## src/wdtit_cfg.svh

```systemverilog
// register map, field positions, reset values and timing counts of the watchdog interval timer
`ifndef WDTIT_CFG_SVH
`define WDTIT_CFG_SVH

// ============================================================
// register offsets (word index on the plain register port)
`define WDTIT_OFS_COUNTER    4'h0
`define WDTIT_OFS_CLKSEL     4'h1
`define WDTIT_OFS_CTRL_ONE   4'h2
`define WDTIT_OFS_CTRL_TWO   4'h3
`define WDTIT_OFS_CLKSTOP    4'h4

// ============================================================
// field positions, control/status one
`define WDTIT_B_RST_FLAG     7
`define WDTIT_B_CTRL_WE      5
`define WDTIT_B_RUN_INH      3
`define WDTIT_B_RUN          2
// field positions, control/status two
`define WDTIT_B_OFLOW        7
`define WDTIT_B_MODE_INH     5
`define WDTIT_B_MODE         4
`define WDTIT_B_IRQ_EN       3
// field position, clock stop register
`define WDTIT_B_CLK_STOP     0

// ============================================================
// reset values
`define WDTIT_RST_COUNTER    8'h00
`define WDTIT_RST_CLKSEL     4'hF
`define WDTIT_CLKSEL_RSVD    4'hF

// ============================================================
// timing: internal reset lasts this many oscillator cycles
`define WDTIT_RST_OSC_CYCLES 9'h100
// oscillator tick: one enable pulse every this many plus one core clocks
`define WDTIT_OSC_DIV        8'h0F

`endif

```

## src/wdtit_pkg.sv

```systemverilog
// types shared by the watchdog interval timer files
package wdtit_pkg;

    typedef enum logic [1:0]
    {
        WDTIT_IDLE    = 2'b00,
        WDTIT_RUNNING = 2'b01,
        WDTIT_RESET   = 2'b10
    } wdtit_state_t;

    typedef struct packed
    {
        logic [3:0] addr;
        logic [7:0] wdata;
        logic       wr;
        logic       rd;
    } wdtit_bus_t;

endpackage : wdtit_pkg

```

## src/wdtit_top.sv

```systemverilog
// watchdog and interval timer: counter, control registers, reset and interrupt
// Function
// - 8-bit up-counter wrap FF to 00 sets reset flag, overflow flag, and gives watchdog reset when mode bit is zero
// - counter is zero after reset
// - clock-select upper four bits read as ones, writes ignored
// - select 1xxx picks internal division, 0xxx oscillator; resets to 1111
// - medium-speed modes forbid oscillator source and interval mode
// - mode bit changes only through a two-write sequence
// - run starts when run=1, inhibit=0 written while write-enable already set
// - watchdog overflow gives internal reset lasting 256 oscillator cycles
// - software writes counter; counting continues from written value
// - mode bit one: interval timer, interrupt each overflow, no reset
// - every overflow sets flag; reset or interrupt in the same cycle
// - interrupt request while overflow flag, interrupt enable and mode bit all one
// - module clock stop acts only while the run bit is zero
// - overflow flag clears only on a written zero; one leaves it
// - interrupt enable one permits, zero blocks the overflow interrupt
`timescale 1ns/10ps
`include "wdtit_cfg.svh"
module wdtit_top
(
    input  wire logic       core_clk_in,
    input  wire logic       nrst_in,
    input  wire logic [3:0] addr_in,
    input  wire logic [7:0] wdata_in,
    input  wire logic       wr_in,
    input  wire logic       rd_in,
    input  wire logic       medium_speed_in,
    output logic [7:0]      rdata_out,
    output logic            int_reset_out,
    output logic            interval_irq_out,
    output logic            standby_out
);
    // ============================================================
    // registers
    wdtit_pkg::wdtit_bus_t   bus;
    wdtit_pkg::wdtit_state_t state_r;
    logic [7:0] cnt_r;
    logic [3:0] clksel_r;
    logic       rst_flag_r;
    logic       we_r;
    logic       run_r;
    logic       oflow_r;
    logic       mode_r;
    logic       mode_armed_r;
    logic       irq_en_r;
    logic       clk_stop_r;
    logic [8:0] rst_cnt_r;
    logic [4:0] wr_hit;
    logic [7:0] rd_ctrl_one;
    logic [7:0] rd_ctrl_two;
    logic       int_tick;
    logic       osc_tick;
    logic [7:0] wd;

    assign bus = '{addr: addr_in, wdata: wdata_in, wr: wr_in, rd: rd_in};
    assign wd  = wdata_in;

    // ============================================================
    // decode
    wire  stopped   = clk_stop_r & ~run_r;
    wire  use_osc   = ~clksel_r[3];
    wire  cnt_tick  = run_r & ~stopped & (use_osc ? osc_tick : int_tick);
    wire  overflow  = cnt_tick && (cnt_r == 8'hFF);
    wire  sel_ok    = wd[3] | ~medium_speed_in;
    wire  run_start = wr_hit[2] & we_r & wd[`WDTIT_B_RUN] & ~wd[`WDTIT_B_RUN_INH];
    wire  run_stop  = wr_hit[2] & we_r & ~wd[`WDTIT_B_RUN] & ~wd[`WDTIT_B_RUN_INH];
    // second write of the pair commits the mode bit; interval refused at medium speed
    wire  mode_wr   = wr_hit[3] & mode_armed_r & ~wd[`WDTIT_B_MODE_INH];
    wire  mode_ok   = ~wd[`WDTIT_B_MODE] | ~medium_speed_in;
    wire  oflow_clr = wr_hit[3] & ~wd[`WDTIT_B_OFLOW];
    wire  rf_clr    = wr_hit[2] & we_r & ~wd[`WDTIT_B_RST_FLAG];
    wire  wd_fire   = overflow & ~mode_r;
    wire  rst_last  = osc_tick & (rst_cnt_r == `WDTIT_RST_OSC_CYCLES - 9'h001);

    assign rd_ctrl_one = {rst_flag_r, 1'b1, we_r, 1'b1, 1'b1, run_r, 2'b11};
    assign rd_ctrl_two = {oflow_r, 1'b1, 1'b1, mode_r, irq_en_r, 3'b111};

    // ============================================================
    // submodules
    wdtit_prescaler u_presc
    (
        .core_clk_in  (core_clk_in),
        .nrst_in      (nrst_in),
        .enable_in    (run_r),
        .tap_sel_in   (clksel_r[2:0]),
        .tick_out     (int_tick),
        .osc_tick_out (osc_tick)
    );

    wdtit_regport u_port
    (
        .core_clk_in    (core_clk_in),
        .nrst_in        (nrst_in),
        .bus_in         (bus),
        .rd_counter_in  (cnt_r),
        .rd_clksel_in   ({`WDTIT_CLKSEL_RSVD, clksel_r}),
        .rd_ctrl_one_in (rd_ctrl_one),
        .rd_ctrl_two_in (rd_ctrl_two),
        .rd_clkstop_in  ({7'h00, clk_stop_r}),
        .wr_hit_out     (wr_hit),
        .rdata_out      (rdata_out)
    );

    // ============================================================
    // counter
    always_ff @(posedge core_clk_in or negedge nrst_in)
    begin
        if (!nrst_in)
            cnt_r <= `WDTIT_RST_COUNTER;
        else if (wr_hit[0])
            cnt_r <= wd;
        else if (cnt_tick)
            cnt_r <= cnt_r + 8'h01;
    end

    // ============================================================
    // control registers
    always_ff @(posedge core_clk_in or negedge nrst_in)
    begin
        if (!nrst_in)
        begin
            clksel_r     <= `WDTIT_RST_CLKSEL;
            we_r         <= 1'b0;
            run_r        <= 1'b0;
            mode_r       <= 1'b0;
            mode_armed_r <= 1'b0;
            irq_en_r     <= 1'b0;
            clk_stop_r   <= 1'b0;
        end
        else
        begin
            if (wr_hit[1] && sel_ok)
                clksel_r <= wd[3:0];
            if (wr_hit[2])
                we_r <= wd[`WDTIT_B_CTRL_WE];
            if (run_start)
                run_r <= 1'b1;
            else if (run_stop)
                run_r <= 1'b0;
            // first write with inhibit clear arms, next one takes the bit
            if (wr_hit[3])
                mode_armed_r <= ~wd[`WDTIT_B_MODE_INH] & ~mode_armed_r;
            if (mode_wr && mode_ok)
                mode_r <= wd[`WDTIT_B_MODE];
            if (wr_hit[3])
                irq_en_r <= wd[`WDTIT_B_IRQ_EN];
            if (wr_hit[4])
                clk_stop_r <= wd[`WDTIT_B_CLK_STOP];
        end
    end

    // ============================================================
    // sticky flags: a set in the same cycle as a clear wins
    always_ff @(posedge core_clk_in or negedge nrst_in)
    begin
        if (!nrst_in)
        begin
            oflow_r    <= 1'b0;
            rst_flag_r <= 1'b0;
        end
        else
        begin
            if (overflow)
                oflow_r <= 1'b1;
            else if (oflow_clr)
                oflow_r <= 1'b0;
            // the reset flag records every wrap, in either mode
            if (overflow)
                rst_flag_r <= 1'b1;
            else if (rf_clr)
                rst_flag_r <= 1'b0;
        end
    end

    // ============================================================
    // internal reset sequencer, counts oscillator ticks
    always_ff @(posedge core_clk_in or negedge nrst_in)
    begin
        if (!nrst_in)
        begin
            state_r   <= wdtit_pkg::WDTIT_IDLE;
            rst_cnt_r <= 9'h000;
        end
        else
        begin
            unique case (state_r)
                wdtit_pkg::WDTIT_IDLE,
                wdtit_pkg::WDTIT_RUNNING:
                begin
                    state_r <= run_r ? wdtit_pkg::WDTIT_RUNNING : wdtit_pkg::WDTIT_IDLE;
                    if (overflow && !mode_r)
                    begin
                        state_r   <= wdtit_pkg::WDTIT_RESET;
                        rst_cnt_r <= 9'h000;
                    end
                end
                wdtit_pkg::WDTIT_RESET:
                begin
                    // a fresh watchdog wrap restarts the full reset length
                    if (wd_fire)
                        rst_cnt_r <= 9'h000;
                    else if (osc_tick)
                        rst_cnt_r <= rst_cnt_r + 9'h001;
                    if (rst_last && !wd_fire)
                        state_r <= wdtit_pkg::WDTIT_IDLE;
                end
                default:
                    state_r <= wdtit_pkg::WDTIT_IDLE;
            endcase
        end
    end

    // ============================================================
    // outputs, all registered
    always_ff @(posedge core_clk_in or negedge nrst_in)
    begin
        if (!nrst_in)
        begin
            int_reset_out    <= 1'b0;
            interval_irq_out <= 1'b0;
            standby_out      <= 1'b0;
        end
        else
        begin
            int_reset_out    <= (overflow && !mode_r) ||
                                (state_r == wdtit_pkg::WDTIT_RESET &&
                                 !(osc_tick && rst_cnt_r == `WDTIT_RST_OSC_CYCLES - 9'h001));
            // the flag alone holds the request; watchdog mode never asks
            interval_irq_out <= mode_r & irq_en_r & (oflow_r | overflow);
            standby_out      <= stopped;
        end
    end

    // ============================================================
    // assertions
    a_counter_wraps: assert property (@(posedge core_clk_in) disable iff (!nrst_in)
        overflow && !wr_hit[0] |=> cnt_r == 8'h00 && oflow_r)
        else $error("counter did not wrap to zero with flag set");

    a_clksel_reset: assert property (@(posedge core_clk_in) disable iff (!nrst_in)
        $rose(nrst_in) |-> clksel_r == 4'hF)
        else $error("clock select not all ones after reset");

    a_speed_guard: assert property (@(posedge core_clk_in) disable iff (!nrst_in)
        medium_speed_in && $stable(medium_speed_in) && !$past(mode_r) |-> !mode_r)
        else $error("interval mode entered at medium speed");

    a_run_needs_we: assert property (@(posedge core_clk_in) disable iff (!nrst_in)
        $rose(run_r) |-> $past(we_r) && $past(wr_hit[2]))
        else $error("run started without write enable");

    a_wd_reset_fires: assert property (@(posedge core_clk_in) disable iff (!nrst_in)
        overflow && !mode_r |=> int_reset_out && state_r == wdtit_pkg::WDTIT_RESET)
        else $error("watchdog overflow gave no reset");

    a_interval_no_rst: assert property (@(posedge core_clk_in) disable iff (!nrst_in)
        overflow && mode_r |=> !int_reset_out ##0 (interval_irq_out == $past(irq_en_r)))
        else $error("interval overflow handled wrongly");

    a_flag_one_keeps: assert property (@(posedge core_clk_in) disable iff (!nrst_in)
        oflow_r && wr_hit[3] && wd[`WDTIT_B_OFLOW] |=> oflow_r)
        else $error("overflow flag cleared by writing one");

    a_irq_blocked: assert property (@(posedge core_clk_in) disable iff (!nrst_in)
        !irq_en_r && !$past(irq_en_r) |-> !interval_irq_out)
        else $error("interrupt raised while disabled");

    a_standby_gate: assert property (@(posedge core_clk_in) disable iff (!nrst_in)
        run_r |=> !standby_out)
        else $error("standby entered while running");

    a_count_hold: assert property (@(posedge core_clk_in) disable iff (!nrst_in)
        wr_hit[0] |=> cnt_r == $past(wd))
        else $error("written counter value not loaded");

    a_rst_flag_set: assert property (@(posedge core_clk_in) disable iff (!nrst_in)
        overflow |=> rst_flag_r)
        else $error("reset flag not set by overflow");

    a_counter_zero: assert property (@(posedge core_clk_in) disable iff (!nrst_in)
        $rose(nrst_in) |-> cnt_r == `WDTIT_RST_COUNTER)
        else $error("counter not zero after reset");

    a_clksel_rsvd: assert property (@(posedge core_clk_in) disable iff (!nrst_in)
        bus.rd && (bus.addr == `WDTIT_OFS_CLKSEL) |=> rdata_out[7:4] == `WDTIT_CLKSEL_RSVD)
        else $error("reserved clock select bits not read as ones");

    a_osc_refused: assert property (@(posedge core_clk_in) disable iff (!nrst_in)
        wr_hit[1] && medium_speed_in && !wd[3] |=> clksel_r == $past(clksel_r))
        else $error("oscillator source accepted at medium speed");

    a_mode_pair: assert property (@(posedge core_clk_in) disable iff (!nrst_in)
        $changed(mode_r) |-> $past(mode_wr))
        else $error("mode bit changed without a write pair");

    a_rst_len_cap: assert property (@(posedge core_clk_in) disable iff (!nrst_in)
        state_r == wdtit_pkg::WDTIT_RESET |-> rst_cnt_r < `WDTIT_RST_OSC_CYCLES)
        else $error("reset length counter past its end");

    a_irq_follows: assert property (@(posedge core_clk_in) disable iff (!nrst_in)
        mode_r && irq_en_r && oflow_r |=> interval_irq_out)
        else $error("interval request missing with flag and enable set");

    a_standby_on: assert property (@(posedge core_clk_in) disable iff (!nrst_in)
        clk_stop_r && !run_r |=> standby_out)
        else $error("standby not entered with clock stop and run clear");

endmodule : wdtit_top

```

## src/wdtit_prescaler.sv

```systemverilog
// prescaler, held at zero while not enabled, giving the eight internal tick taps and the free running oscillator tick
`timescale 1ns/10ps
`include "wdtit_cfg.svh"
module wdtit_prescaler
#(
    parameter logic [3:0] TAP0 = 4'h1,
    parameter logic [3:0] TAP1 = 4'h2,
    parameter logic [3:0] TAP2 = 4'h3,
    parameter logic [3:0] TAP3 = 4'h4,
    parameter logic [3:0] TAP4 = 4'h5,
    parameter logic [3:0] TAP5 = 4'h6,
    parameter logic [3:0] TAP6 = 4'h7,
    parameter logic [3:0] TAP7 = 4'h8
)
(
    input  wire logic       core_clk_in,
    input  wire logic       nrst_in,
    input  wire logic       enable_in,
    input  wire logic [2:0] tap_sel_in,
    output logic            tick_out,
    output logic            osc_tick_out
);
    logic [15:0] div_r;
    logic [7:0]  osc_r;
    logic [3:0]  tap;
    wire  [15:0] div_nxt = div_r + 16'h0001;

    // each select code maps to one configurable prescaler tap
    assign tap = (tap_sel_in == 3'h0) ? TAP0 :
                 (tap_sel_in == 3'h1) ? TAP1 :
                 (tap_sel_in == 3'h2) ? TAP2 :
                 (tap_sel_in == 3'h3) ? TAP3 :
                 (tap_sel_in == 3'h4) ? TAP4 :
                 (tap_sel_in == 3'h5) ? TAP5 :
                 (tap_sel_in == 3'h6) ? TAP6 : TAP7;

    always_ff @(posedge core_clk_in or negedge nrst_in)
    begin
        if (!nrst_in)
        begin
            div_r        <= 16'h0000;
            osc_r        <= 8'h00;
            tick_out     <= 1'b0;
            osc_tick_out <= 1'b0;
        end
        else
        begin
            div_r        <= enable_in ? div_nxt : 16'h0000;
            // rising edge of the selected divider bit, one pulse per period
            tick_out     <= enable_in & div_nxt[tap] & ~div_r[tap];
            osc_r        <= (osc_r == `WDTIT_OSC_DIV) ? 8'h00 : osc_r + 8'h01;
            osc_tick_out <= (osc_r == `WDTIT_OSC_DIV);
        end
    end
endmodule : wdtit_prescaler

```

## src/wdtit_regport.sv

```systemverilog
// plain register port: strobe decode and one-cycle-late read data
`timescale 1ns/10ps
`include "wdtit_cfg.svh"
module wdtit_regport
(
    input  wire logic               core_clk_in,
    input  wire logic               nrst_in,
    input  wire wdtit_pkg::wdtit_bus_t bus_in,
    input  wire logic [7:0]         rd_counter_in,
    input  wire logic [7:0]         rd_clksel_in,
    input  wire logic [7:0]         rd_ctrl_one_in,
    input  wire logic [7:0]         rd_ctrl_two_in,
    input  wire logic [7:0]         rd_clkstop_in,
    output logic [4:0]              wr_hit_out,
    output logic [7:0]              rdata_out
);
    logic [7:0] rsel;

    // write strobes per register, same cycle as the bus write
    assign wr_hit_out[0] = bus_in.wr && (bus_in.addr == `WDTIT_OFS_COUNTER);
    assign wr_hit_out[1] = bus_in.wr && (bus_in.addr == `WDTIT_OFS_CLKSEL);
    assign wr_hit_out[2] = bus_in.wr && (bus_in.addr == `WDTIT_OFS_CTRL_ONE);
    assign wr_hit_out[3] = bus_in.wr && (bus_in.addr == `WDTIT_OFS_CTRL_TWO);
    assign wr_hit_out[4] = bus_in.wr && (bus_in.addr == `WDTIT_OFS_CLKSTOP);

    // unmapped addresses read as zero
    assign rsel = (bus_in.addr == `WDTIT_OFS_COUNTER)  ? rd_counter_in  :
                  (bus_in.addr == `WDTIT_OFS_CLKSEL)   ? rd_clksel_in   :
                  (bus_in.addr == `WDTIT_OFS_CTRL_ONE) ? rd_ctrl_one_in :
                  (bus_in.addr == `WDTIT_OFS_CTRL_TWO) ? rd_ctrl_two_in :
                  (bus_in.addr == `WDTIT_OFS_CLKSTOP)  ? rd_clkstop_in  : 8'h00;

    always_ff @(posedge core_clk_in or negedge nrst_in)
    begin
        if (!nrst_in)
            rdata_out <= 8'h00;
        else if (bus_in.rd)
            rdata_out <= rsel;
        else
            rdata_out <= 8'h00;
    end
endmodule : wdtit_regport

```

## config.mk

```make
export PLATFORM = sky130hd
export DESIGN_NAME = wdtit_top
export DESIGN_NICKNAME = d
export VERILOG_FILES = /design/src/wdtit_pkg.sv /design/src/wdtit_top.sv /design/src/wdtit_prescaler.sv /design/src/wdtit_regport.sv
export VERILOG_INCLUDE_DIRS = /design/src
export SDC_FILE = /design/constraint.sdc
export NUM_CORES = 1
export LEC_CHECK = 0
export BUFFER_PORTS_ARGS = -buffer_cell sky130_fd_sc_hd__clkbuf_2
export CELL_PAD_IN_SITES_DETAIL_PLACEMENT = 2
export CELL_PAD_IN_SITES_GLOBAL_PLACEMENT = 2
export CORE_ASPECT_RATIO = 0.9
export CORE_MARGIN = 2
export CORE_UTILIZATION = 38
export DETAILED_ROUTE_END_ITERATION = 16
export MAX_ROUTING_LAYER = met4
export PLACE_DENSITY_LB_ADDON = 0.1
export REMOVE_ABC_BUFFERS = 1
export SLEW_MARGIN = 30
export SYNTH_ARGS = -nofsm -noshare
export SYNTH_HDL_FRONTEND = slang
export SYNTH_HIERARCHICAL = 1
export SYNTH_SLANG_ARGS = --single-unit
export TNS_END_PERCENT = 100
```

## constraint.sdc

```tcl
create_clock -name core_clk_in -period 2.4 [get_ports core_clk_in]
set_input_delay 0.48 -clock core_clk_in [delete_from_list [all_inputs] [get_ports core_clk_in]]
set_output_delay 0.48 -clock core_clk_in [all_outputs]
set_load 0.02 [all_outputs]
```

## After elaboration in Yosys (flattened, before gate mapping)

Index checks and enable logic that the tools add are counted.

| operators by class | value |
|---|---|
| add/subtract/negate cells | 4 |
| $lt $le $gt $ge | 1 |
| eq/ne operators | 18 |
| mux-type cells | 36 |
| bitwise logic cells | 33 |
| reductions and logical operators | 26 |

Operators by type and width:

| kind | number |
|---|---|
| 8-bit two-way mux | 8 |
| 4-bit two-way mux | 7 |
| 9-bit two-way mux | 3 |
| 1-bit bitwise AND | 19 |
| 9-bit case mux with 2 select lines | 1 |
| 16-bit by 1-bit adder with 16-bit output (second input constant) | 1 |
| 8-bit by 1-bit adder with 8-bit output (second input constant) | 2 |
| 16-bit two-way mux | 1 |
| 1-bit logical AND | 12 |
| 1-bit two-way mux | 11 |
| 1-bit NOT | 11 |
| 2-bit nonzero test | 5 |
| 9-bit by 1-bit adder with 9-bit output (second input constant) | 1 |
| 3-bit == test (second input constant) | 3 |
| 9-bit by 8-bit == test with 1-bit output (second input constant) | 1 |
| 1-bit binary-select mux with 4-bit select | 2 |
| 4-bit by 2-bit == test with 1-bit output (second input constant) | 2 |
| 8-bit by 4-bit == test with 1-bit output (second input constant) | 1 |
| 8-bit == test (second input constant) | 1 |
| 3-bit by 2-bit == test with 1-bit output (second input constant) | 2 |
| 4-bit by 5-bit less-than comparator with 1-bit output (second input constant) | 1 |
| 4-bit by 1-bit == test with 1-bit output (second input constant) | 1 |
| 4-bit by 3-bit == test with 1-bit output (second input constant) | 1 |
| 4-bit logical NOT | 1 |
| other kinds (14) | 20 |

| storage, ports and cells | value |
|---|---|
| bits in registers | 68 |
| bits of input ports | 17 |
| output and inout port bits | 11 |
| word-level logic and storage cells | 138 |

## Longest topological paths before layout

Gate-level depths: netlist (run 1).

| depth | value |
|---|---|
| depth after elaboration | 12 |
| gate-level depth with buffers | 8 |

## Cells and area by module

The synthesis (run 1) kept the hierarchy.

By module, submodules not included:

| module | instances | cells each | area each (sq um) |
|---|---|---|---|
| wdtit_top | 1 | 166 | 1695.4 |
| wdtit_prescaler | 1 | 88 | 897.1 |
| wdtit_regport | 1 | 86 | 726.9 |

## Worst setup path before layout (run 1)

Ideal clock, no wire load.

| timing path | value |
|---|---|
| path kind | input port to flip-flop |
| start point | in addr_in[2] |
| end point | reg cnt_r[3] |
| data arrival time | 1.755 ns |
| setup slack | 0.510 ns |
| cell stages on the path | 5 |
| buffers on the path | 2 |
| path through | or4_1 -> clkbuf_2 -> nor2_1 -> buf_1 -> o21ai_0 |

| between the ends | value |
|---|---|
| cells in the longest elaborated chain, start to end | 3 |
| elaborated cells on any way between the ends | 4 |
| those cells by class | mux: 1; reduce/logical: 3 |

Ends and longest elaborated chain:

| what | line | source |
|---|---|---|
| from (decl) | wdtit_top.sv:24 | `input wire logic [3:0] addr_in,` |
| 4-bit logical NOT (no source line) (*) | -- |  |
| 1-bit logical AND (*) | wdtit_regport.sv:20 | `` assign wr_hit_out[0] = bus_in.wr && (bus_in.addr == `WDTIT_OFS_COUNTER); `` |
| net wr_hit[0] | wdtit_top.sv:49 | `logic [4:0] wr_hit;` |
| 8-bit two-way mux / 2-bit nonzero test (equally long branches) | -- |  |
| to (signal assigned) | wdtit_top.sv:110 | `` cnt_r <= `WDTIT_RST_COUNTER; `` |
| to (signal assigned) | wdtit_top.sv:112 | `cnt_r <= wd;` |
| to (signal assigned) | wdtit_top.sv:114 | `cnt_r <= cnt_r + 8'h01;` |
| to (decl) | wdtit_top.sv:38 | `logic [7:0] cnt_r;` |

The timed path passes the listed nets; every way through them passes the cells marked *.
A chain may end at the register's enable or synchronous reset.

## Worst setup path after layout (run 1)

| timing path | value |
|---|---|
| start point | reg cnt_r[0] |
| end point | reg rst_cnt_r[3] |

| between the ends | value |
|---|---|
| cells in the longest elaborated chain, start to end | 5 |
| elaborated cells on any way between the ends | 9 |
| those cells by class | eq/ne: 3; mux: 2; bitwise: 1; reduce/logical: 3 |

Ends and longest elaborated chain:

| what | line | source |
|---|---|---|
| 8-bit == test (*) | wdtit_top.sv:64 | `wire overflow = cnt_tick && (cnt_r == 8'hFF);` |
| 1-bit logical AND (*) | wdtit_top.sv:64 |  |
| 1-bit bitwise AND / 1-bit logical AND (equally long branches) | wdtit_top.sv:73, wdtit_top.sv:192 |  |
| 3-bit by 2-bit inequality test with 1-bit output (no source line), or another cell as far along | -- |  |
| 3-bit AND reduction (no source line) / 9-bit case mux with 2 select lines (equally long branches) | -- |  |
| to (signal assigned) | wdtit_top.sv:204 | `rst_cnt_r <= rst_cnt_r + 9'h001;` |
| to (decl) | wdtit_top.sv:48 | `logic [8:0] rst_cnt_r;` |

Every way passes the cells marked *; elsewhere a longest branch is shown, timed or not.

==> results of run 1 <==
## registers in the layout (all words and copies together), names as in the netlist, 2 cells and up
| signal | count |
|---|---|
| cnt_r | 8 |
| clksel_r | 4 |
| state_r | 2 |
| rst_cnt_r | 9 |
| u_port/rdata_out | 8 |
| u_presc/osc_r | 8 |
| u_presc/div_r | 9 |
## placed cells by master (no fill, tap or decap), drive strengths merged, types with 7 or more instances in the layout
master,Yosys,layout
mux2,11,11
nand2b,15,15
nand3,14,14
o21ai,27,27
nand4,7,7
and3,10,10
conb,2,21
dfrtp,57,57
nand2,34,34
nor3,9,9
inv,9,9
xor2,13,13
nor2,23,23
a22oi,7,7
clkbuf,3,41
## logic make-up after synthesis
kind of cell | share of synthesized area [%]
simple gates | 24.0
buf+inv | 3.32
flops | 46.1
mux | 4.64
xor+xnor | 5.01
fa+ha+maj | 1.88
compound gates | 14.8
other cells | 0.226
## power by group
part	total, mW	switching [mW]	internal [mW]
sequential	1.25	0.120	1.13
combinational	0.313	0.175	0.138
clock	0.827	0.398	0.430
total	2.39	0.692	1.70
## layer usage
layer | vias up | track usage, % | wire, um | part of all wire, %
li1 | 1328 | - | - | -
met1 | 1413 | 29.4 | 4440 | 48
met2 | 37 | 34.3 | 4400 | 48
met3 | 6 | 4.60 | 338 | 3.7
met4 | 0 | 4.00 | 76 | 0.82
met5 | - | - | 0 | 0
## area by class of cell
class | instances | area (sq um) | share of cell area [%]
multi-input combinational | 276 | 1750 | 45.6
sequential | 61 | 1530 | 40.0
clock buffer | 14 | 163 | 4.24
timing repair buffer | 33 | 193 | 5.03
clock inverter | 2 | 10.0 | 0.261
tap | 119 | 149 | 3.89
inverter | 10 | 37.5 | 0.979
## worst max-delay path, delay by kind of cell (launching register included)
kind                       cells  cell delay [ps]
and+or+nand+nor                3             1190
DFF                            1              420
adders and majority gates      1              200
AOI/OAI and AO/OA              1              110
## worst max-delay path by stage
stage                              end  startpoint  slack (ps)
after global placement           run_r  addr_in[2]         310
final                     rst_cnt_r[3]    cnt_r[0]         350
after global routing      rst_cnt_r[7]    cnt_r[0]         280
after floorplan               cnt_r[0]  addr_in[2]         480
after detailed placement         run_r  addr_in[2]         280
after CTS                 rst_cnt_r[3]    cnt_r[0]         380
## per-stage QoR
stage / util, % / power (mW) / cells / worst slack [ps]
after CTS: 44.9 / 2.42 / 515 / 382
after global routing: 44.9 / 2.52 / 515 / 277
final: 44.9 / 2.39 / 515 / 347
after floorplan: - / 1.42 / 347 / 481
after detailed placement: 42.9 / 1.58 / 499 / 275
after global placement: 42.9 / 1.56 / 499 / 310
==> impl_metrics.yaml, run 1 <==
synth:
  postSynthCellCount: 340
  ys_seq_elements: 61
  postSynth.asyncResetShare_pct: 100
  avgSynthCellArea_sq_um: 9.76
  yosysTopAreaCell: "dfrtp_1"
  synth_top_area_share_pct: 43.0
  ys.flop_type: "dfrtp_1"
  syn_area_sq_mm: 0.00332
  ys_seq_area_share_pct: 46.1
  synth_edf_count: 0
  synth_cell_types: 63
  ys_warn_count: 6
  synthTopCellsByCount: "dfrtp_1, nand2_1, nor2_1"
  yosysMostFrequentCell: "dfrtp_1"
  synthTopCellsByArea: "dfrtp_1, nand2_1, mux2_2, xor2_1, o21ai_0"
die:
  ios: 28
  core.rowCount: 32
  die_w_um: 103
  die_area_sq_mm: 0.00950
  core_area_sq_mm: 0.00853
  die_y_um: 92.7
  initial_core_util_pct: 38.9
layout:
  nNetsFinal: 413
  area.growth.synth_to_final_pct: 15.5
  postLayoutCellArea_sq_mm: 0.00383
  fillers: 982
  diodes: 0
  drive_gt1_share_pct: 17.7
cts:
  cts_tree: "built"
  cts_made_buffers: 9
  cts_setup_buffers: 0
  clkTransAtPathRegs_ps: 70
  cts_root_buffer: "clkbuf_8"
  clock_latency_ps: 340
  cts.hold.buffers_added: 0
  cts-resized-gates: 0
  cts_max_level: 3
  clockBufferDepth: 2
  clock-sinks: 61
timing:
  grt_setup_unrepaired: "false"
  hold_slack_ps: 139
  worstMarginPinSlew_ps: 673
  fin_crit_sh_pct: 85.6
  fmax_mhz: 487
  layout_min_cycle_time_ps: 2050
  slew_headroom_pct: 54.9
  fin_skew_ps: 13.0
  setup_violations: 0
  hold_viol_final: 0
  slew_viol_final: 0
  setup_tns_ps: 0
drt:
  via_count: 2784
  via_per_inst: 5.41
  wl_um: 9250
  wire_per_inst_um: 18.0
  drt_iter0_markers: 86
  firstDrtPassIters: 4
  antenna_left: 0
  drc: 0
grt:
  grt_max_degree: 62
  grt_pass1_vias: 2978
  antenna_found_initial: 0
  grt_first_pass_wirelength_um: 15500
  track_usage_pct: 21.8
  grt_overflow_total: 0
power:
  p_leak_nw: 1.68
  powerDensity_mw_per_mm2: 623
  irDropWorstVdd_v: 0.000314
setup_path:
  regToRegEndpoint: "rst_cnt_r[3]"
  rrSetupSlack_ps: 350
  cp-start-kind: "flip-flop"
  crit_chain: "ha_1, nand4_1, or4_4, nand3b_1, o21ai_1"
  slowest_stage: "or4_4"
  reg2reg_depth: 5
  cp.arrival_ps: 2270
  required_ps: 2620
  cp-end-kind: "flip-flop"
  slowest_delay_ps: 660
  rr_startpoint: "cnt_r[0]"
  worstPathMaxFanout: 12
  critical_path_class: "flip-flop to flip-flop"
status:
  status: "finished, final reports clean"
placed_design:
  place.gp.congestion: 0.818
  dpl.hpwl_um: 6780
  port_buffers: 27
  place_area_sq_mm: 0.00366
worst_hold_path:
  hold_path.class: "input pin to async pin"
flow_run:
  maxCapViolCount: 0
(Power assumes the default switching activity.)
==> run 2, diff against run 1 <==
ABC_AREA = 1   (was unset)
CAP_MARGIN = 10   (was unset)
CORE_UTILIZATION = 35   (was 38)
REMOVE_ABC_BUFFERS = unset   (was 1)
==> run 2 against run 1 <==
Core utilization is 2.7 points lower. Sequential power is 11% higher. Combinational power is 49% higher. Cell area is 12% higher. Critical endpoint is now cnt_r[5]. Die area is 18% higher. Setup slack better by 190 ps. Synthesized cell count is 37% higher. Power is 27% higher. Cell count is 28% higher. Non-clock buffer count is 1 lower. Wire length is 17% higher.
==> impl_metrics.yaml, run 2 <==
status:
  status: "finished, final reports clean"
drt:
  wire_per_inst_um: 16.5
  antenna_left: 0
  wl_um: 10800
  drt_iter0_markers: 115
  via_per_inst: 5.00
  drc: 0
  via_count: 3286
  firstDrtPassIters: 4
layout:
  fin_cells: 657
  top_register: "u_presc/div_r"
  layout_common_cells: "nand2_1, nand3_1, nor2_1, dfrtp_1, inv_1"
  fillers: 1216
  largestRegisters: "u_presc/div_r x12, rst_cnt_r x9"
  largest_reg_flops: 12
  multi_input_comb_area_sq_mm: 0.00185
  drive_gt1_share_pct: 15.7
  area.growth.synth_to_final_pct: 18.1
  layout_commonest_cell: "nand2_1"
  diodes: 0
  nNetsFinal: 545
  seq_area_sq_mm: 0.00161
placed_design:
  pre_cts_ws_ps: 201
  port_buffers: 27
  dpl.hpwl_um: 8100
  dp.cells: 641
  place.gp.congestion: 0.775
cts:
  cts_made_buffers: 9
  clock_latency_ps: 330
  cts_setup_buffers: 0
  cts_max_level: 3
  cts.hold.buffers_added: 0
  clockBufferDepth: 2
  cts_root_buffer: "clkbuf_16"
  clock-sinks: 64
  cts-resized-gates: 0
  cts_tree: "built"
  clkTransAtPathRegs_ps: 60
setup_path:
  required_ps: 2600
  worstPathMaxFanout: 17
  slowest_delay_ps: 280
  cp.arrival_ps: 2060
  slowest_stage: "nor2_4"
  setup.worst_path.start: "addr_in[1]"
  crit_end: "cnt_r[5]"
  critical_path_class: "input pin to flip-flop"
  rrSetupSlack_ps: 710
  cp-start-kind: "input pin"
  crit_chain: "clkbuf_2, nor2_4, nand2_4, nor2_1, inv_1, nand2_1, inv_1, nand2_1, o211ai_1"
  rr_startpoint: "cnt_r[1]"
  regToRegEndpoint: "rst_cnt_r[0]"
  cp-end-kind: "flip-flop"
  reg2reg_depth: 10
synth:
  ys_warn_count: 6
  ys.flop_type: "dfrtp_1"
  synthTopCellsByArea: "dfrtp_1, nand2_1, nand3_1, nor2_1, inv_1"
  synth_edf_count: 0
  synth_cell_types: 39
  yosysMostFrequentCell: "nand2_1"
  postSynth.asyncResetShare_pct: 100
  ys_seq_elements: 64
  ys_seq_area_share_pct: 44.2
  synth_top_area_share_pct: 41.3
  avgSynthCellArea_sq_um: 7.82
  postSynthCellCount: 465
  synthTopCellsByCount: "nand2_1, nand3_1, dfrtp_1, nor2_1, inv_1"
  yosysTopAreaCell: "dfrtp_1"
  syn_area_sq_mm: 0.00364
power:
  p_leak_nw: 2.11
  power.total_mw: 3.05
  irDropWorstVdd_v: 0.000434
  powerDensity_mw_per_mm2: 710
grt:
  grt_max_degree: 65
  grt_pass1_vias: 3658
  antenna_found_initial: 0
  grt_first_pass_wirelength_um: 18400
  track_usage_pct: 21.5
  grt_overflow_total: 0
timing:
  fin_skew_ps: 12.2
  fmax_mhz: 537
  slew_headroom_pct: 61.6
  fin_crit_sh_pct: 77.6
  setup_tns_ps: 0
  grt_setup_unrepaired: "false"
  setup_violations: 0
  slew_viol_final: 0
  layout_min_cycle_time_ps: 1860
  hold_viol_final: 0
  worst_slack_ps: 538
  hold_slack_ps: 141
  worstMarginPinSlew_ps: 574
die:
  core.rowCount: 35
  initial_core_util_pct: 35.8
  die_w_um: 111
  die_area_sq_mm: 0.0112
  core_area_sq_mm: 0.0102
  die_y_um: 101
  ios: 28
worst_hold_path:
  hold_path.class: "input pin to async pin"
flow_run:
  maxCapViolCount: 0
[run 2: cell count changes after synthesis, moves of 10 or more]
| cell | delta |
|---|---|
| nor2_1 | +37 |
| mux2_2 | -11 |
| nand2_1 | +66 |
| nand2b_1 | -15 |
| and3_1 | -10 |
| inv_1 | +45 |
| nand3_1 | +55 |
[run 2: final cells by class]
class                      instances  share of cell area (%)
timing repair buffer              32                    4.31
clock inverter                     4                   0.525
multi-input combinational        357                    43.1
sequential                        64                    37.4
clock buffer                      12                    5.74
tap                              129                    3.76
inverter                          59                    5.16
[run 2: kinds of logic (layout without fill, tap and decap cells)]
logic type / Yosys count / in the layout / synth area share (%)
buffers and inverters: 63 / 107 / 6.92
flip-flops: 64 / 64 / 44.2
AO/OA/AOI/OAI: 49 / 49 / 8.02
AND/OR/NAND/NOR: 268 / 268 / 35.6
XOR/XNOR: 14 / 14 / 3.37
other: 2 / 21 / 0.207
adder cells (fa/ha/maj): 5 / 5 / 1.72
[run 2: report_power, final]
part           switching (mW)  internal (mW)  total, mW
Sequential              0.169           1.22       1.39
Clock                   0.473          0.722       1.19
Combinational           0.288          0.178      0.465
[run 2: layer usage]
| layer | GRT usage (%) | vias to the layer above | share of wire, % |
|---|---|---|---|
| met5 | - | - | 0 |
| met4 | 4.56 | 0 | 0.94 |
| met3 | 3.97 | 8 | 1.4 |
| met2 | 37.8 | 24 | 51 |
| met1 | 26.1 | 1650 | 46 |
| li1 | - | 1604 | - |
[run 2: worst min path at each step]
stage                                start               end  slack [ps]  cells after the start
after detailed placement  u_presc/osc_r[0]  u_presc/osc_r[0]         460                      1
final                              nrst_in       standby_out         140                      2
after global routing               nrst_in  u_presc/div_r[6]         200                      2
after global placement    u_presc/osc_r[0]  u_presc/osc_r[0]         450                      1
after CTS                          nrst_in  u_presc/div_r[6]         180                      2
after floorplan                    nrst_in        clk_stop_r         180                      0
[run 2: critical path, delay by kind of cell]
kind	cells	cell delay (ps)
AND/OR/NAND/NOR	5	1070
buffers and inverters	3	440
AO/OA/AOI/OAI	1	80
[run 2: metrics by stage]
stage / cell area [sq um] / util (%)
2_1_floorplan: 3710 / -
3_3_place_gp: 4020 / 39.6
3_5_place_dp: 4020 / 39.6
4_1_cts: 4290 / 42.3
5_1_grt: 4290 / 42.3
6_report: 4290 / 42.3
